File: config.mk
export PLATFORM = sky130hd
export DESIGN_NAME = bstp_top
export DESIGN_NICKNAME = d
export VERILOG_FILES = /design/src/design/bstp_pkg.sv /design/src/design/bstp_sync.sv /design/src/design/bstp_top.sv
export SDC_FILE = /design/constraint.sdc
export NUM_CORES = 1
export LEC_CHECK = 0
export BUFFER_PORTS_ARGS = -buffer_cell sky130_fd_sc_hd__buf_2
export CORE_MARGIN = 4
export CORE_UTILIZATION = 35
export DETAILED_ROUTE_END_ITERATION = 6
export HOLD_SLACK_MARGIN = 0.08
export MAX_ROUTING_LAYER = met4
export PLACE_DENSITY_LB_ADDON = 0.1
export SKIP_LAST_GASP = 1
export SLEW_MARGIN = 10
export SYNTH_ARGS = -nofsm -noshare
export SYNTH_HDL_FRONTEND = slang
export SYNTH_SLANG_ARGS = --single-unit
File: constraint.sdc
create_clock -name clk_i -period 1.7 [get_ports clk_i]
set_input_delay 0.34 -clock clk_i [delete_from_list [all_inputs] [get_ports clk_i]]
set_output_delay 0.34 -clock clk_i [all_outputs]
set_load 0.05 [all_outputs]
File: src/design/bstp_pkg.sv
// Purpose: shared constants and types of the boundary-scan test port
// Assumes: tester pins arrive asynchronously and are sampled by clk_i
// Notes: Function list below
// Function
// - three-bit instruction chain, shifted LSB first
// - only test clock edges move scan data
// - decoded instruction picks test and chain
// - code 000 puts pin chain in path
// - external test captures pins, then shifts out
// - external test drives pins after update
// - code 100 selects and captures pin chain
// - sample/preload keeps normal core-to-pin path
// - code 110 selects identification chain
// - identification word shifts out in shift-data
// - code 111 gives one-period pass path
// - 32-bit identification, bit0 one, LSB first
// - pass path is a single stage
// - pin chain is 98 bits long
// - five mode-select highs force test reset
package bstp_pkg;

  // ----------------------------------------------------------------
  // widths and codes
  // ----------------------------------------------------------------
  localparam int unsigned BSTP_IR_LEN = 3;
  localparam int unsigned BSTP_ID_LEN = 32;
  localparam int unsigned BSTP_PIN_LEN = 98;
  localparam int unsigned BSTP_SYNC_STAGES = 2;

  typedef logic [BSTP_IR_LEN-1:0] bstp_instr_t;

  localparam bstp_instr_t BSTP_INSTR_EXTEST = 3'h0;
  localparam bstp_instr_t BSTP_INSTR_SAMPLE = 3'h4;
  localparam bstp_instr_t BSTP_INSTR_IDCODE = 3'h6;
  localparam bstp_instr_t BSTP_INSTR_BYPASS = 3'h7;
  // fixed pattern loaded into the instruction chain on capture
  localparam bstp_instr_t BSTP_IR_CAPTURE = 3'h1;

  // identification word; the value is arbitrary, bit 0 must stay one
  localparam logic [BSTP_ID_LEN-1:0] BSTP_ID_DEFAULT = 32'h0A5C_3001;
  localparam int unsigned BSTP_ID_FIXED_BIT = 0;

  // ----------------------------------------------------------------
  // controller states
  // ----------------------------------------------------------------
  typedef enum logic [3:0] {
    BSTP_TLR,
    BSTP_IDLE,
    BSTP_SEL_DR,
    BSTP_CAP_DR,
    BSTP_SHIFT_DR,
    BSTP_EXIT1_DR,
    BSTP_PAUSE_DR,
    BSTP_EXIT2_DR,
    BSTP_UPD_DR,
    BSTP_SEL_IR,
    BSTP_CAP_IR,
    BSTP_SHIFT_IR,
    BSTP_EXIT1_IR,
    BSTP_PAUSE_IR,
    BSTP_EXIT2_IR,
    BSTP_UPD_IR
  } bstp_state_e;

  // tester-side inputs travel together
  typedef struct packed {
    logic tck;
    logic tms;
    logic tdi;
  } bstp_scan_in_s;

endpackage : bstp_pkg

File: src/design/bstp_sync.sv
// Purpose: two-flop synchroniser for asynchronous inputs
// Assumes: one clock, synchronous active-high reset
// Notes: first stage is read only by the second stage
`timescale 1ns/1ps
`default_nettype none
module bstp_sync #(
  parameter int unsigned WIDTH = 1
) (
  input wire logic clk_i,
  input wire logic rst_i,
  input wire logic [WIDTH-1:0] async_i,
  output logic [WIDTH-1:0] sync_o
);
  import bstp_pkg::*;

  logic [WIDTH-1:0] meta_q;
  logic [WIDTH-1:0] sync_q;

  if (WIDTH < 1) begin : g_bad_width
    $error("bstp_sync: WIDTH must be at least 1");
  end

  always_ff @(posedge clk_i) begin
    if (rst_i) begin
      meta_q <= '0;
      sync_q <= '0;
    end else begin
      meta_q <= async_i;
      sync_q <= meta_q;
    end
  end

  assign sync_o = sync_q;

endmodule : bstp_sync
`default_nettype wire

File: src/design/bstp_top.sv
// Purpose: boundary-scan test access port with pin chain, id and pass path
// Assumes: test clock far slower than clk_i (at least 4 clk_i per phase)
// Notes: tdo changes on falling test-clock edges, as testers expect
`timescale 1ns/1ps
`default_nettype none
module bstp_top #(
  parameter int unsigned PIN_LEN = bstp_pkg::BSTP_PIN_LEN,
  parameter logic [bstp_pkg::BSTP_ID_LEN-1:0] ID_VALUE = bstp_pkg::BSTP_ID_DEFAULT
) (
  input wire logic clk_i,
  input wire logic rst_i,
  input wire bstp_pkg::bstp_scan_in_s scan_i,
  input wire logic [PIN_LEN-1:0] pin_level_i,
  input wire logic [PIN_LEN-1:0] core_drive_i,
  output logic tdo_o,
  output logic tdo_oe_o,
  output logic [PIN_LEN-1:0] pin_drive_o,
  output logic extest_o,
  output logic test_reset_o
);
  import bstp_pkg::*;

  // ----------------------------------------------------------------
  // elaboration checks
  // ----------------------------------------------------------------
  if (PIN_LEN < 2) begin : g_bad_len
    $error("bstp_top: PIN_LEN must be at least 2");
  end
  if (ID_VALUE[BSTP_ID_FIXED_BIT] != 1'b1) begin : g_bad_id
    $error("bstp_top: identification bit 0 must be one");
  end

  // ----------------------------------------------------------------
  // input synchronisation
  // ----------------------------------------------------------------
  bstp_scan_in_s scan_s;
  logic [PIN_LEN-1:0] pin_level_s;

  bstp_sync #(
    .WIDTH($bits(bstp_scan_in_s))
  ) u_sync_scan (
    .clk_i(clk_i),
    .rst_i(rst_i),
    .async_i(scan_i),
    .sync_o(scan_s)
  );

  // pin levels are sampled like any other asynchronous input
  bstp_sync #(
    .WIDTH(PIN_LEN)
  ) u_sync_pins (
    .clk_i(clk_i),
    .rst_i(rst_i),
    .async_i(pin_level_i),
    .sync_o(pin_level_s)
  );

  // ----------------------------------------------------------------
  // test clock edge detection
  // ----------------------------------------------------------------
  logic tck_prev_q;
  wire tck_rise = scan_s.tck & ~tck_prev_q;
  wire tck_fall = ~scan_s.tck & tck_prev_q;

  always_ff @(posedge clk_i) begin
    if (rst_i) begin
      tck_prev_q <= 1'b0;
    end else begin
      tck_prev_q <= scan_s.tck;
    end
  end

  // ----------------------------------------------------------------
  // controller
  // ----------------------------------------------------------------
  bstp_state_e state_q;
  bstp_state_e state_d;
  wire tms = scan_s.tms;

  always_comb begin
    state_d = state_q;
    case (state_q)
      BSTP_TLR: begin
        state_d = tms ? BSTP_TLR : BSTP_IDLE;
      end
      BSTP_IDLE: begin
        state_d = tms ? BSTP_SEL_DR : BSTP_IDLE;
      end
      BSTP_SEL_DR: begin
        state_d = tms ? BSTP_SEL_IR : BSTP_CAP_DR;
      end
      BSTP_CAP_DR: begin
        state_d = tms ? BSTP_EXIT1_DR : BSTP_SHIFT_DR;
      end
      BSTP_SHIFT_DR: begin
        state_d = tms ? BSTP_EXIT1_DR : BSTP_SHIFT_DR;
      end
      BSTP_EXIT1_DR: begin
        state_d = tms ? BSTP_UPD_DR : BSTP_PAUSE_DR;
      end
      BSTP_PAUSE_DR: begin
        state_d = tms ? BSTP_EXIT2_DR : BSTP_PAUSE_DR;
      end
      BSTP_EXIT2_DR: begin
        state_d = tms ? BSTP_UPD_DR : BSTP_SHIFT_DR;
      end
      BSTP_UPD_DR: begin
        state_d = tms ? BSTP_SEL_DR : BSTP_IDLE;
      end
      // sel-ir with high falls to reset
      BSTP_SEL_IR: begin
        state_d = tms ? BSTP_TLR : BSTP_CAP_IR;
      end
      BSTP_CAP_IR: begin
        state_d = tms ? BSTP_EXIT1_IR : BSTP_SHIFT_IR;
      end
      BSTP_SHIFT_IR: begin
        state_d = tms ? BSTP_EXIT1_IR : BSTP_SHIFT_IR;
      end
      BSTP_EXIT1_IR: begin
        state_d = tms ? BSTP_UPD_IR : BSTP_PAUSE_IR;
      end
      BSTP_PAUSE_IR: begin
        state_d = tms ? BSTP_EXIT2_IR : BSTP_PAUSE_IR;
      end
      BSTP_EXIT2_IR: begin
        state_d = tms ? BSTP_UPD_IR : BSTP_SHIFT_IR;
      end
      BSTP_UPD_IR: begin
        state_d = tms ? BSTP_SEL_DR : BSTP_IDLE;
      end
      default: begin
        state_d = BSTP_TLR;
      end
    endcase
  end

  // state moves on test clock rise
  always_ff @(posedge clk_i) begin
    if (rst_i) begin
      state_q <= BSTP_TLR;
    end else if (tck_rise) begin
      state_q <= state_d;
    end
  end

  wire in_tlr = (state_q == BSTP_TLR);
  wire in_cap_dr = (state_q == BSTP_CAP_DR);
  wire in_shift_dr = (state_q == BSTP_SHIFT_DR);
  wire in_upd_dr = (state_q == BSTP_UPD_DR);
  wire in_cap_ir = (state_q == BSTP_CAP_IR);
  wire in_shift_ir = (state_q == BSTP_SHIFT_IR);
  wire in_upd_ir = (state_q == BSTP_UPD_IR);

  // ----------------------------------------------------------------
  // instruction chain and decode
  // ----------------------------------------------------------------
  bstp_instr_t ir_shift_q;
  bstp_instr_t instr_q;

  always_ff @(posedge clk_i) begin
    if (rst_i) begin
      ir_shift_q <= BSTP_IR_CAPTURE;
    end else if (tck_rise && in_cap_ir) begin
      ir_shift_q <= BSTP_IR_CAPTURE;
    end else if (tck_rise && in_shift_ir) begin
      ir_shift_q <= {scan_s.tdi, ir_shift_q[BSTP_IR_LEN-1:1]};
    end
  end

  // test reset loads identification
  // loaded on the rise that enters test reset, so no stale extest lingers there
  wire to_tlr = tck_rise & (state_d == BSTP_TLR);
  always_ff @(posedge clk_i) begin
    if (rst_i) begin
      instr_q <= BSTP_INSTR_IDCODE;
    end else if (to_tlr) begin
      instr_q <= BSTP_INSTR_IDCODE;
    end else if (tck_rise && in_upd_ir) begin
      instr_q <= ir_shift_q;
    end
  end

  wire sel_extest = (instr_q == BSTP_INSTR_EXTEST);
  wire sel_sample = (instr_q == BSTP_INSTR_SAMPLE);
  wire sel_id = (instr_q == BSTP_INSTR_IDCODE);
  wire sel_pin = sel_extest | sel_sample;
  wire sel_bypass = ~sel_pin & ~sel_id;

  // ----------------------------------------------------------------
  // pin boundary chain
  // ----------------------------------------------------------------
  logic [PIN_LEN-1:0] pin_chain_q;
  logic [PIN_LEN-1:0] pin_update_q;

  always_ff @(posedge clk_i) begin
    if (rst_i) begin
      pin_chain_q <= '0;
    end else if (tck_rise && in_cap_dr && sel_pin) begin
      pin_chain_q <= pin_level_s;
    end else if (tck_rise && in_shift_dr && sel_pin) begin
      pin_chain_q <= {scan_s.tdi, pin_chain_q[PIN_LEN-1:1]};
    end
  end

  // preload also lands here so extest starts from a known pattern
  always_ff @(posedge clk_i) begin
    if (rst_i) begin
      pin_update_q <= '0;
    end else if (tck_rise && in_upd_dr && sel_pin) begin
      pin_update_q <= pin_chain_q;
    end
  end

  // ----------------------------------------------------------------
  // identification chain and pass path
  // ----------------------------------------------------------------
  logic [BSTP_ID_LEN-1:0] id_chain_q;
  logic bypass_q;

  always_ff @(posedge clk_i) begin
    if (rst_i) begin
      id_chain_q <= ID_VALUE;
    end else if (tck_rise && in_cap_dr && sel_id) begin
      id_chain_q <= ID_VALUE;
    end else if (tck_rise && in_shift_dr && sel_id) begin
      id_chain_q <= {scan_s.tdi, id_chain_q[BSTP_ID_LEN-1:1]};
    end
  end

  always_ff @(posedge clk_i) begin
    if (rst_i) begin
      bypass_q <= 1'b0;
    end else if (tck_rise && in_cap_dr && sel_bypass) begin
      bypass_q <= 1'b0;
    end else if (tck_rise && in_shift_dr && sel_bypass) begin
      bypass_q <= scan_s.tdi;
    end
  end

  // ----------------------------------------------------------------
  // serial output
  // ----------------------------------------------------------------
  wire dr_bit = sel_pin ? pin_chain_q[0] : (sel_id ? id_chain_q[0] : bypass_q);
  wire shifting = in_shift_dr | in_shift_ir;
  wire out_bit = in_shift_ir ? ir_shift_q[0] : dr_bit;

  // falling-edge launch gives the tester half a period of setup
  always_ff @(posedge clk_i) begin
    if (rst_i) begin
      tdo_o <= 1'b0;
      tdo_oe_o <= 1'b0;
    end else if (tck_fall) begin
      tdo_o <= shifting ? out_bit : 1'b0;
      tdo_oe_o <= shifting;
    end
  end

  // ----------------------------------------------------------------
  // pin drive
  // ----------------------------------------------------------------
  // extest drives pins from update
  wire [PIN_LEN-1:0] pin_drive_d = sel_extest ? pin_update_q : core_drive_i;

  always_ff @(posedge clk_i) begin
    if (rst_i) begin
      pin_drive_o <= '0;
      extest_o <= 1'b0;
      test_reset_o <= 1'b1;
    end else begin
      pin_drive_o <= pin_drive_d;
      extest_o <= sel_extest;
      test_reset_o <= in_tlr;
    end
  end

endmodule : bstp_top
`default_nettype wire

==> After elaboration in Yosys (flattened, before gate mapping) <==
Index checks and enable logic that the tools add are counted.
{ "totals": {"ff_bits": 544, "output_inout_bits": 102, "wordCells": 88} }
{ "op_classes": {"n_eq_ne": 17, "muxes": 20, "n_bitwise": 10, "n_reduce_logical": 24} }
{ "ops": {"columns": ["op", "count"], "rows": [
  ["98-bit 2-to-1 mux", 3],
  ["4-bit one-hot mux with 12 select lines", 1],
  ["4-bit equality test (second input constant)", 8],
  ["4-bit by 3-bit equality test with 1-bit output (second input constant)", 4],
  ["4-bit 2-to-1 mux", 4],
  ["1-bit logical AND", 13],
  ["2-bit OR reduction", 6],
  ["4-bit by 2-bit equality test with 1-bit output (second input constant)", 2],
  ["4-bit zero test", 2],
  ["1-bit 2-to-1 mux", 7],
  ["3-bit equality test (second input constant)", 2],
  ["2-bit 2-to-1 mux", 3],
  ["3-bit 2-to-1 mux", 2],
  ["1-bit bitwise AND", 4],
  ["4-bit by 1-bit equality test with 1-bit output (second input constant)", 1],
  ["1-bit inverter", 4],
  ["3-bit zero test", 1],
  ["3-bit OR reduction", 1],
  ["1-bit bitwise OR", 2],
  ["2-bit nonzero test", 1]
]} }

==> Depth between registers and ports, before layout <==
Gate-level depths: netlist of the first run.
{ "depth": {"ltp_word": 6, "ltp_mapped": 8, "ltp_nobuf": 4} }

==> By module <==
Synthesis of the first run repeated with hierarchy kept, for this count alone.
{ "hier_totals": {"cells_unflattened": 2047, "area_unflattened_um2": 18268.8} }
{ "modules_own_cells": {"columns": ["module", "instances", "cells_each", "area_per_inst_um2", "seq_area_each_um2"], "rows": [
  ["bstp_top", 1, 1622, 12831.1, 6846.6],
  ["bstp_sync at u_sync_pins", 1, 413, 5280.1, 3923.8],
  ["bstp_sync at u_sync_scan", 1, 12, 157.7, 120.1]
]} }

==> Worst setup path after synthesis of the first run <==
Ideal clock, no wire load.
{ "synth_path": {"kind": "register to register", "from": "register state_q[0]", "to": "register id_chain_q[0]", "setup_ns": 0.060, "t_arrival_ns": 1.702, "required_time_ns": 1.640, "setup_slack_ns": -0.062, "path_stages_with_launch": 6, "cell_sequence": "dfxtp_1 > buf_6 > or4b_4 > a2111oi_4 > o22ai_1 > nand2b_1"} }
{ "synth_between": {"elab_chain_cells": 4} }
{ "synth_lines": {"columns": ["item", "line", "rtl"], "rows": [
  ["start: declaration", "bstp_top.sv:76", "bstp_state_e state_q;"],
  ["start signal: assignment", "bstp_top.sv:143", "state_q <= state_d;"],
  ["4-bit by 2-bit equality test with 1-bit output", "bstp_top.sv:148", "wire in_cap_dr = (state_q == BSTP_CAP_DR);"],
  ["1-bit logical AND (2 in series)", "bstp_top.sv:224", "end else if (tck_rise && in_cap_dr && sel_id) begin"],
  ["2-bit OR reduction (no line)", null, null],
  ["end signal: assignment", "bstp_top.sv:227", "id_chain_q <= {scan_s.tdi, id_chain_q[BSTP_ID_LEN-1:1]};"],
  ["end: declaration", "bstp_top.sv:218", "logic [BSTP_ID_LEN-1:0] id_chain_q;"]
]} }
Several ways; a longest one is shown, not always the timed one.
A chain may end at the register's enable or synchronous reset.

==> Worst setup path in the final report of the first run <==
{ "layout_path": {"from": "register state_q[2]", "to": "register pin_chain_q[76]"} }
{ "layout_between": {"elab_chain_cells": 4} }
{ "layout_lines": {"columns": ["item", "line", "rtl"], "rows": [
  ["4-bit by 2-bit equality test with 1-bit output or 4-bit by 3-bit equality test with 1-bit output (tied branches)", "bstp_top.sv:148, bstp_top.sv:149", null],
  ["1-bit logical AND (on tied branches) (2 in series)", "bstp_top.sv:199, bstp_top.sv:201", null],
  ["98-bit 2-to-1 mux or 2-bit nonzero test (tied branches)", null, null],
  ["end signal: assignment", "bstp_top.sv:200", "pin_chain_q <= pin_level_s;"],
  ["end signal: assignment", "bstp_top.sv:202", "pin_chain_q <= {scan_s.tdi, pin_chain_q[PIN_LEN-1:1]};"],
  ["end: declaration", "bstp_top.sv:193", "logic [PIN_LEN-1:0] pin_chain_q;"]
]} }
Several ways; a longest one is shown, not always the timed one.

==> impl_summary.txt, run 1 <==
----------------------------------------------------
[Global routing]
  Largest net degree at the start of global routing ... 71
  Met2 capacity usage during global routing ... 0.2729
  Number of global-route vias before repair ... ~15000
  Routing layer with the top usage in global route ... met2
  Total global routing track utilization ... 0.1734
  Fraction of met1 tracks used by global routing ... 0.2250
  Met3 track demand over resource ... 0.03494
  Initial antenna violation count ... 2
  Global-route wire length before repair ... 78730 um
  Overall overflow remaining after global route ... 0

[Clock tree]
  Number of CTS-inserted buffers ... 57
  Worst-path clk slew ... 0.06 ns
  # clock sinks ... 544
  H-tree levels ... 2
  Clock tree from TritonCTS ... yes
  Root Driver ... sky130_fd_sc_hd__clkbuf_16
  Maximum buffer depth of the clock tree ... 3
  Clock latency on the worst-skew pair ... 0.60 ns

[Cells and area]
  Filler cell count ... 4951
  Final cell count without fillers ... approximately 3300
  NumNets Final ... 2736
  Layout Cell Area excl Fill ... around 25000 um2
  Layout cell share with drive strength beyond 1 ... 0.2008
  Area growth from synthesis to layout ... 38.62%
  Final standard cell utilization of the core ... 0.4916

[Die]
  Chip height ... 236.5 um
  Die Span X ... 236.5 um
  Total I/O pin count ... 303
  Number of core rows ... 83
  Area of the die ... 55910 um2
  Effective utilization at floorplan ... 0.3546
  Core Box Area ... 51510 um2

[Placement]
  Routability Congestion ... 0.8016
  Worst-case setup slack after placement ... -0.05191 ns
  Quantity of I/O buffers inserted on ports ... between 300 and 400
  Area of placed instances ... ~21000 um2
  Detailed Place HPWL ... 30880 um
  Count of placed standard cells including taps ... slightly below 3000

[Yosys]
  Number of instances in the synthesized netlist ... 2051
  Cell type with the largest total area after synthesis ... sky130_fd_sc_hd__dfxtp_1
  Top area cells in the synthesized netlist ... sky130_fd_sc_hd__dfxtp_1, sky130_fd_sc_hd__nand2_1, sky130_fd_sc_hd__nor2b_1
  Area share of the largest cell type after synthesis ... 0.5962
  Synthesis Warnings ... 0
  Post-Syn Area per Cell ... roughly 9 um2
  Syn Nets ... around 2300
  Count of flip-flops with a built-in enable after synthesis ... 0
  Flops & latches, synth ... 544
  Flip-flop cell with the highest count after synthesis ... sky130_fd_sc_hd__dfxtp_1
  Netlist Area Pre-Place ... 18270 um2
  Library cells used by synthesis ... 51
  Proportion of synthesized chip area in sequential cells ... 0.5962
  Fraction of registers with async set or reset after synthesis ... 0

[Drt]
  Total iterations of the first detailed-routing run ... 5
  Total vias in the final route ... 15200
  WL/cell ... 15.52 um
  Overall routed net length ... 50550 um
  Drt drc ... 0
  DR vias/cell ... 4.667
  Antenna-violating nets left ... 0
  Detailed Route Iter0 Violations ... a little under 900

[Critical path]
  Critical path data required time ... 2.20 ns
  Worst setup path class ... reg2reg
  Critical Path Sink Type ... register
  Critical Path Source Type ... register
  Worst setup slack for register-to-register paths ... roughly 0.03 ns
  Data arrival, critical path ... around 2.2 ns
  Peak fanout along the critical path ... 19

[STA]
  Timing-limited maximum frequency ... 0.5988 GHz
  Total setup violations reported at the end of the flow ... 0
  Fin worst setup slack ... 0.02989 ns
  Final critical-path share of the clock period ... 0.9824
  Post-Route Skew ... 0.01574 ns
  Clock period minus final worst setup slack ... 1.670 ns
  Worst slew margin relative to its limit ... 0.7005
  Hold violation count in the final report ... 0
  Max Slew Vio Count ... 0
  Least-Margin Pin Slew ... 0.4493 ns
  Hold Worst Slack ... 0.1369 ns
  Post-Route Setup TNS ... 0 ns
  Unrepaired setup endpoints after global routing ... true

[Pwr]
  Switching part of the total power ... 0.2210
  Total power per unit cell area ... 1091 nW/um2
  Relative contribution of the clock network to total power ... 0.455
  P_int ... around 22 mW
  Total net switching power ... 6.108 mW
  Leakage dissipation ... 9.725 nW
  Worst IR Drop VDD ... 707.1 uV
  Sequential fraction of design power ... 0.477
  Total Power ... between 20 and 30 mW
  Logic gate share of total power ... 0.067

[Status]
  Outcome ... completed

[Min path]
  Min-Delay Path Class ... in2reg

[Job]
  Number of max-capacitance violations reported ... 0

----------------------------------------------------
[registers in the layout (all words and copies together), names as in the netlist, 3 cells and up]
signal / cells
u_sync_scan.sync_o: 3
pin_chain_q: 98
id_chain_q: 32
u_sync_scan.meta_q: 3
u_sync_pins.sync_o: 98
u_sync_pins.meta_q: 98
pin_update_q: 98
instr_q: 3
ir_shift_q: 3
pin_drive_o: 98
state_q: 4
[worst paths after layout]
path | from | endpoint | depth (start not counted)
min reg2reg | u_sync_pins.meta_q[93]$_SDFF_PP0_ | u_sync_pins.sync_o[93]$_SDFF_PP0_ | 1
max reg2reg | state_q[2]$_SDFFE_PP0P_ | pin_chain_q[76]$_SDFFE_PP0P_ | 7
min | rst_i | u_sync_pins.meta_q[25]$_SDFF_PP0_ | 2
max | state_q[2]$_SDFFE_PP0P_ | pin_chain_q[76]$_SDFFE_PP0P_ | 7
[routing by layer]
metal | share of wire | vias up
li1 | - | 7728
met1 | 0.47 | 7050
met2 | 0.46 | 310
met3 | 0.041 | 113
met4 | 0.030 | 0
met5 | 0 | -
[cells in the final DEF, fill, tap and decap left out, types with 2 or more instances in the layout]
cell / count
sky130_fd_sc_hd__nand2_1: 595
sky130_fd_sc_hd__dfxtp_1: 541
sky130_fd_sc_hd__buf_2: 301
sky130_fd_sc_hd__nor2b_1: 211
sky130_fd_sc_hd__a21oi_1: 199
sky130_fd_sc_hd__dlygate4sd3_1: 199
sky130_fd_sc_hd__nor2_1: 131
sky130_fd_sc_hd__a311oi_1: 82
sky130_fd_sc_hd__clkbuf_16: 64
sky130_fd_sc_hd__buf_4: 41
sky130_fd_sc_hd__buf_12: 26
sky130_fd_sc_hd__a22oi_1: 23
sky130_fd_sc_hd__a311oi_2: 17
sky130_fd_sc_hd__clkbuf_1: 13
sky130_fd_sc_hd__nand2b_1: 12
sky130_fd_sc_hd__o22ai_1: 9
sky130_fd_sc_hd__clkbuf_8: 9
sky130_fd_sc_hd__clkinv_2: 8
sky130_fd_sc_hd__bufinv_16: 7
sky130_fd_sc_hd__buf_6: 6
sky130_fd_sc_hd__nand4_1: 4
sky130_fd_sc_hd__o21ai_0: 4
sky130_fd_sc_hd__nor3_1: 4
sky130_fd_sc_hd__buf_16: 4
sky130_fd_sc_hd__a31oi_1: 3
sky130_fd_sc_hd__mux2i_1: 3
sky130_fd_sc_hd__inv_1: 3
sky130_fd_sc_hd__o211ai_1: 3
sky130_fd_sc_hd__buf_8: 3
sky130_fd_sc_hd__dfxtp_4: 3
sky130_fd_sc_hd__diode_2: 2
sky130_fd_sc_hd__nand3_1: 2
sky130_fd_sc_hd__o31ai_1: 2
sky130_fd_sc_hd__a31o_2: 2
sky130_fd_sc_hd__nor2b_2: 2
sky130_fd_sc_hd__a2111oi_2: 2
sky130_fd_sc_hd__nor2_2: 2
sky130_fd_sc_hd__inv_6: 2
sky130_fd_sc_hd__clkinvlp_4: 2
[synth_stat cells, types with 2 or more instances]
cell and number:
sky130_fd_sc_hd__a2111oi_0 2, sky130_fd_sc_hd__a21oi_1 199, sky130_fd_sc_hd__a22oi_1 23, sky130_fd_sc_hd__a311oi_1 99, sky130_fd_sc_hd__a31o_2 2, sky130_fd_sc_hd__a31oi_1 3, sky130_fd_sc_hd__buf_1 6, sky130_fd_sc_hd__buf_2 21
sky130_fd_sc_hd__buf_4 2, sky130_fd_sc_hd__clkbuf_1 132, sky130_fd_sc_hd__dfxtp_1 544, sky130_fd_sc_hd__inv_1 4, sky130_fd_sc_hd__mux2i_1 3, sky130_fd_sc_hd__nand2_1 596, sky130_fd_sc_hd__nand2b_1 12, sky130_fd_sc_hd__nand3_1 2
sky130_fd_sc_hd__nand4_1 4, sky130_fd_sc_hd__nor2_1 133, sky130_fd_sc_hd__nor2b_1 213, sky130_fd_sc_hd__nor3_1 4, sky130_fd_sc_hd__nor3b_1 2, sky130_fd_sc_hd__o2111ai_1 2, sky130_fd_sc_hd__o211ai_1 3, sky130_fd_sc_hd__o21ai_0 4
sky130_fd_sc_hd__o22ai_1 9, sky130_fd_sc_hd__o31ai_1 2
[logic make-up after synthesis]
kind of cell,after synthesis,synth area share
buffers and inverters,166,0.03637
multiplexers,3,0.001644
XOR/XNOR,1,0.0004795
AO/OA/AOI/OAI,359,0.1277
flip-flops,544,0.5962
AND/OR/NAND/NOR,978,0.2376
[power groups by stage]
stage          combinational [mW]  sequential (mW)  clock (mW)
2_1_floorplan               0.478             13.9           0
3_3_place_gp                 1.47             13.5           0
3_5_place_dp                 1.47             13.5           0
4_1_cts                      1.84             13.2        13.0
5_1_grt                      2.00             13.2        13.5
6_report                     1.86             13.2        12.6
[area by class of cell]
class,count,area (um2),area share
repair buffers,587,4725,0.1866
inverters,4,15.01,0.0005929
flip-flops and latches,544,10900,0.4305
clock buffers,79,1599,0.06315
well taps,680,850.8,0.03360
multi-input cells,1341,6924,0.2734
clock inverters,20,302.8,0.01196
diodes,2,5.005,0.0001976
[critical path: stages, from the launching register on]
cell and delay [ns]:
sky130_fd_sc_hd__dfxtp_4 0.36, sky130_fd_sc_hd__buf_6 0.12, sky130_fd_sc_hd__nor4bb_4 0.26, sky130_fd_sc_hd__buf_4 0.18, sky130_fd_sc_hd__buf_6 0.16, sky130_fd_sc_hd__buf_12 0.16, sky130_fd_sc_hd__nand2_1 0.07, sky130_fd_sc_hd__a311oi_2 0.26
[what timing repair did]
action	4_1_cts	5_1_grt
endpoints found under the hold margin	199	0
buffers inserted	0	5
gates resized for setup	5	47
setup endpoints to repair	102	227
pin swaps	1	5
hold buffers	199	0
gates cloned	0	7
Note: power is estimated with default switching activity, not from simulation.
==> run 2: changes to the inputs <==
==> constraint.sdc (replaced) <==
create_clock -name clk_i -period 1.5 [get_ports clk_i]
set_input_delay 0.45 -clock clk_i [delete_from_list [all_inputs] [get_ports clk_i]]
set_output_delay 0.45 -clock clk_i [all_outputs]
set_load 0.05 [all_outputs]
==> run 2 against run 1 <==
  * The flow now finishes with violations (negative setup slack)
  * Cell count rose by 1.8%
  * Sequential share of layout area is 5.0 points lower
  * Largest power group unchanged
  * Sequential power is 14% higher
  * Via count up 5.1%
  * Non-clock buffer count increased by 52
==> impl_summary.txt, run 2 (same netlist as run 1, synthesis figures left out) <==
----------------------------------------------------
[Status]
  Outcome ... finished with violations
  Violated checks ... negative setup slack

[STA]
  Max Slew Vio Count ... 0
  Hold violation count in the final report ... 0
  Final critical-path share of the clock period ... 1.137
  Post-Route Skew ... roughly 0.020 ns
  Total setup violations reported at the end of the flow ... roughly 340
  Least-Margin Pin Slew ... 0.3609 ns
  Worst slew margin relative to its limit ... 0.7594
  Fin worst setup slack ... -0.2060 ns
  Unrepaired setup endpoints after global routing ... true
  Timing-limited maximum frequency ... 0.5862 GHz
  Clock period minus final worst setup slack ... 1.706 ns

[Critical path]
  Bufs and invs on worst path ... 3
  Cell Chain, Critical Path ... and3b_1 > o2111a_4 > clkbuf_16 > buf_12 > clkbuf_16 > a311oi_2
  Slowest cell on crit path ... sky130_fd_sc_hd__dfxtp_4
  Cell seen most often among critical-path stages ... sky130_fd_sc_hd__clkbuf_16
  Top cell family by delay on the critical path ... compound AO/OA/AOI/OAI gates
  Peak fanout along the critical path ... 8
  Data arrival, critical path ... about 2.2 ns
  Critical Path Sink Type ... register
  Critical Path Source Type ... register
  Stage delay of the slowest cell on the critical path ... 0.40 ns
  Critical path data required time ... 2.00 ns
  Worst setup path class ... reg2reg

[Global routing]
  Largest net degree at the start of global routing ... just over 70
  Initial antenna violation count ... 1
  Number of global-route vias before repair ... 15270
  Total global routing track utilization ... 0.1809
  Overall overflow remaining after global route ... 0
  Global-route wire length before repair ... 81230 um

[Drt]
  Total vias in the final route ... 15970
  WL/cell ... 17.29 um
  Drt drc ... 0
  Total iterations of the first detailed-routing run ... 5
  Antenna-violating nets left ... 0
  Detailed Route Iter0 Violations ... 1035
  Overall routed net length ... roughly 57000 um
  DR vias/cell ... 4.820

[Placement]
  Worst-case setup slack after placement ... -0.3310 ns
  Routability Congestion ... 0.7734
  Detailed Place HPWL ... 31070 um
  Area of placed instances ... between 20000 and 25000 um2
  Quantity of I/O buffers inserted on ports ... 302

[Clock tree]
  Root Driver ... sky130_fd_sc_hd__clkbuf_16
  Worst-path clk slew ... 0.07 ns
  Maximum buffer depth of the clock tree ... 3
  Clock latency on the worst-skew pair ... 0.61 ns
  # clock sinks ... 544
  Number of CTS-inserted buffers ... 56
  H-tree levels ... 2
  Clock tree from TritonCTS ... yes

[Pwr]
  Total net switching power ... 7.182 mW
  P_int ... 24.46 mW
  Worst IR Drop VDD ... ~800 uV
  Total power per unit cell area ... 1091 nW/um2
  Switching part of the total power ... 0.2270
  Leakage dissipation ... 11.85 nW
  Sequential fraction of design power ... 0.476
  Relative contribution of the clock network to total power ... 0.447
  Logic gate share of total power ... 0.077

[Cells and area]
  Filler cell count ... 4522
  Area growth from synthesis to layout ... 58.84%
  NumNets Final ... 2787
  Layout Cell Area excl Fill ... 29020 um2
  Top library cells by usage in the layout, fill and taps aside ... sky130_fd_sc_hd__nand2_1, sky130_fd_sc_hd__dfxtp_1, sky130_fd_sc_hd__nor2b_1
  Layout cell share with drive strength beyond 1 ... 0.3692
  Most common cell after layout, fill and taps aside ... sky130_fd_sc_hd__nand2_1
  Final standard cell utilization of the core ... 0.5633

[Die]
  Die Span X ... 236.5 um
  Area of the die ... roughly 56000 um2
  Core Box Area ... 51510 um2
  Effective utilization at floorplan ... 0.3546
  Number of core rows ... 83
  Total I/O pin count ... 303
  Chip height ... about 240 um

[Min path]
  Min-Delay Path Class ... in2reg

[Job]
  Number of max-capacitance violations reported ... 0

----------------------------------------------------
-- run 2: cell count changes in the layout (fill, tap and decap cells not counted), moves of 43 or more --
| cell | change |
|---|---|
| sky130_fd_sc_hd__dfxtp_1 | -106 |
| sky130_fd_sc_hd__a21oi_1 | -84 |
| sky130_fd_sc_hd__a21oi_2 | +84 |
| sky130_fd_sc_hd__buf_8 | +81 |
| sky130_fd_sc_hd__dfxtp_2 | +106 |
| sky130_fd_sc_hd__nand2_4 | +68 |
| sky130_fd_sc_hd__buf_6 | +43 |
| sky130_fd_sc_hd__buf_2 | -102 |
| sky130_fd_sc_hd__nand2_1 | -109 |
-- run 2: worst paths after layout --
check	start	to	slack (ns)	cells after the start
worst min register to register	u_sync_pins.meta_q[79]$_SDFF_PP0_	u_sync_pins.sync_o[79]$_SDFF_PP0_	0.43	1
worst max-delay path	state_q[2]$_SDFFE_PP0P_	pin_chain_q[89]$_SDFFE_PP0P_	-0.21	6
worst min-delay path	pin_level_i[47]	u_sync_pins.meta_q[47]$_SDFF_PP0_	0.10	2
worst max register to register	state_q[2]$_SDFFE_PP0P_	pin_chain_q[89]$_SDFFE_PP0P_	-0.21	6
-- run 2: power groups by stage --
stage / Combinational (mW) / Clock, mW / Sequential, mW
floorplan: 0.554 / 0 / 15.8
CTS: 2.09 / 14.5 / 15.0
global placement: 1.70 / 0 / 15.3
finish: 2.44 / 14.1 / 15.1
global route: 2.59 / 15.1 / 15.1
detailed placement: 1.71 / 0 / 15.3
-- run 2: per-stage QoR --
step           hold WS [ns]  std cells  total power, mW  setup TNS, ns
2_1_floorplan        0.4138       2051            16.31         -12.84
3_3_place_gp         0.4189       2963            16.99         -44.09
3_5_place_dp         0.4204       2963            16.99         -54.83
4_1_cts             0.08089       3283            31.60         -41.74
5_1_grt             0.09074       3314            32.79         -51.47
6_report             0.1002       3314            31.65         -26.93
-- run 2: metal layers --
metal / GRT usage / wire (um) / vias to the layer above
li1: - / - / 7855
met1: 0.2406 / 25730 / 7658
met2: 0.2908 / 28010 / 350
met3: 0.02551 / 2099 / 111
met4: 0.05060 / 1463 / 0
met5: - / 0 / -
-- run 2: final cells by class --
cell class | count | area (um2) | share of cell area
diodes | 1 | 2.502 | 0.00008624
clock inverters | 22 | 236.5 | 0.008150
multi-input cells | 1341 | 8319 | 0.2867
well taps | 680 | 850.8 | 0.02932
repair buffers | 639 | 6893 | 0.2376
flip-flops and latches | 544 | 11030 | 0.3803
clock buffers | 83 | 1664 | 0.05735
inverters | 4 | 15.01 | 0.0005175
-- run 2: what timing repair did --
action                                  CTS  global route
cloned                                   18            25
hold endpoints to repair                167             0
buffers inserted                         30            15
hold buffers                            167             0
resized for setup                       124           820
endpoints found under the setup margin  340           380
pin swaps                                76           171
==> run 3: changes to the inputs <==
--- a/config.mk
+++ b/config.mk
@@ -12,6 +12,7 @@
 export HOLD_SLACK_MARGIN = 0.08
 export MAX_ROUTING_LAYER = met4
 export PLACE_DENSITY_LB_ADDON = 0.1
+export REMOVE_ABC_BUFFERS = 1
 export SKIP_LAST_GASP = 1
 export SLEW_MARGIN = 10
 export SYNTH_ARGS = -nofsm -noshare
==> run 3 against run 2 <==
  * The run still ends with negative setup slack left
  * Via count increased by 1.2%
  * Sequential power about the same
  * Cell area increased by 2.0%
  * Critical endpoint is now pin_chain_q[60]$_SDFFE_PP0P_
  * Clock skew decreased by 0.0055 ns
  * Critical path depth increased by 1
  * Setup slack got worse by 0.082 ns
  * Worst hold slack got worse by 0.0086 ns
  * Cell count increased by 0.97%
  * Die area unchanged
==> impl_summary.txt, run 3 (same netlist as run 1, synthesis figures left out) <==
----------------------------------------------------
[Pwr]
  Leakage dissipation ... 12.36 nW
  Total power per unit cell area ... 1084 nW/um2
  Total Power ... about 32 mW
  Worst IR Drop VDD ... 894.2 uV

[Critical path]
  Worst setup path class ... reg2reg
  CP startpoint ... state_q[2]$_SDFFE_PP0P_
  Worst r2r src ... state_q[2]$_SDFFE_PP0P_
  Peak fanout along the critical path ... 9
  Data arrival, critical path ... about 2.3 ns
  Cell count of the worst reg-to-reg path ... 7
  Critical Path Sink Type ... register
  Critical Path Source Type ... register
  Critical path data required time ... 2.00 ns

[Placement]
  Count of placed standard cells including taps ... 2982
  Detailed Place HPWL ... around 32000 um
  Area of placed instances ... around 21000 um2
  Quantity of I/O buffers inserted on ports ... between 300 and 400
  Routability Congestion ... 0.7812

[Min path]
  Min-Delay Path Class ... in2reg
  Count of cells along the worst hold path ... 2
  Worst hold start ... pin_level_i[70]

[STA]
  Total setup violations reported at the end of the flow ... 409
  Clock period minus final worst setup slack ... 1.788 ns
  Least-Margin Pin Slew ... 0.3655 ns
  Max Slew Vio Count ... 0
  Post-Route Skew ... 0.01427 ns
  Timing-limited maximum frequency ... about 0.56 GHz
  Final critical-path share of the clock period ... 1.192
  Hold Worst Slack ... between 0.09 and 0.1 ns
  Worst slew margin relative to its limit ... 0.7529
  Hold violation count in the final report ... 0
  Fin worst setup slack ... -0.2883 ns
  Unrepaired setup endpoints after global routing ... true
  Post-Route Setup TNS ... -44.54 ns

[Clock tree]
  Clock tree from TritonCTS ... yes
  Root Driver ... sky130_fd_sc_hd__clkbuf_16
  Worst-path clk slew ... 0.06 ns
  # clock sinks ... roughly 540
  Maximum buffer depth of the clock tree ... 3
  H-tree levels ... 2
  Clock latency on the worst-skew pair ... 0.62 ns
  Number of CTS-inserted buffers ... 58

[Drt]
  WL/cell ... 17.77 um
  Total iterations of the first detailed-routing run ... 7
  DR vias/cell ... between 4 and 5
  Antenna-violating nets left ... 0
  Total vias in the final route ... 16160
  Drt drc ... 0
  Overall routed net length ... 59450 um
  Detailed Route Iter0 Violations ... 815

[Cells and area]
  Filler cell count ... 4453
  Sequential cell area ... around 11000 um2
  Area occupied by multi-input gates ... 8284 um2
  Top library cells by usage in the layout, fill and taps aside ... sky130_fd_sc_hd__nand2_1, sky130_fd_sc_hd__dfxtp_1, sky130_fd_sc_hd__nor2b_1
  Layout cell share with drive strength beyond 1 ... 0.3781
  Layout Cell Area excl Fill ... 29590 um2
  Final cell count without fillers ... 3346
  Area growth from synthesis to layout ... 62.01%
  Most common cell after layout, fill and taps aside ... sky130_fd_sc_hd__nand2_1
  NumNets Final ... 2826
  Antenna diode count ... 0

[Die]
  Total I/O pin count ... 303
  Core Box Area ... between 50000 and 60000 um2
  Chip height ... about 240 um
  Effective utilization at floorplan ... 0.3546
  Number of core rows ... 83
  Die Span X ... 236.5 um
  Area of the die ... 55910 um2

[Job]
  Number of max-capacitance violations reported ... 0

[Global routing]
  Total global routing track utilization ... 0.1998
  Global-route wire length before repair ... slightly below 90000 um
  Number of global-route vias before repair ... 16470
  Initial antenna violation count ... 0
  Largest net degree at the start of global routing ... 73
  Overall overflow remaining after global route ... 0

[Status]
  Outcome ... finished with violations
  Violated checks ... negative setup slack

----------------------------------------------------
==> run 3: layout make-up <==
type                       count  share of cell area
sequential                   544              0.3728
clock inverter                16            0.007737
tap                          680             0.02875
multi-input combinational   1341              0.2799
inverter                       4           0.0005073
clock buffer                  85             0.05855
timing repair buffer         676              0.2517
==> run 3: repair_timing <==
| item | CTS | global route |
|---|---|---|
| endpoints found under the setup margin | 337 | 392 |
| buffers inserted | 40 | 22 |
| hold buffers | 173 | 0 |
| pin swaps | 126 | 166 |
| cloned | 35 | 13 |
| endpoints found under the hold margin | 173 | 0 |
| resized for setup | 606 | 300 |
==> run 3: path summary, 6_finish.rpt <==
kind | end | slack, ns
max | pin_chain_q[60]$_SDFFE_PP0P_ | -0.29
min | u_sync_pins.meta_q[70]$_SDFF_PP0_ | 0.09
max reg2reg | pin_chain_q[60]$_SDFFE_PP0P_ | -0.29
min reg2reg | u_sync_pins.sync_o[78]$_SDFF_PP0_ | 0.43
==> run 3: layer usage <==
metal	global-route usage	wire (um)	up-vias
li1	-	-	7931
met1	0.2572	26840	7816
met2	0.3358	29130	318
met3	0.02551	2094	98
met4	0.05113	1385	0
met5	-	0	-
==> run 3: power by group <==
part / total (mW) / internal, mW / switching [mW]
sequential: 15.1 / 14.9 / 0.172
combinational: 2.42 / 1.21 / 1.21
clock: 14.6 / 8.80 / 5.81
==> run 3: worst max-delay path: stages, from the launching register on <==
cell	delay [ns]
sky130_fd_sc_hd__dfxtp_4	0.36
sky130_fd_sc_hd__buf_6	0.11
sky130_fd_sc_hd__and3b_1	0.22
sky130_fd_sc_hd__o2111a_4	0.30
sky130_fd_sc_hd__buf_12	0.19
sky130_fd_sc_hd__buf_4	0.16
sky130_fd_sc_hd__nor2_1	0.05
sky130_fd_sc_hd__a311oi_1	0.29
==> run 3: stage by stage <==
step	util	setup slack (ns)
after CTS	0.5489	-0.2557
after floorplan	-	-8.760
after detailed placement	0.4155	-0.4491
final	0.5745	-0.2883
after global placement	0.4155	-0.3857
after global routing	0.5745	-0.3708
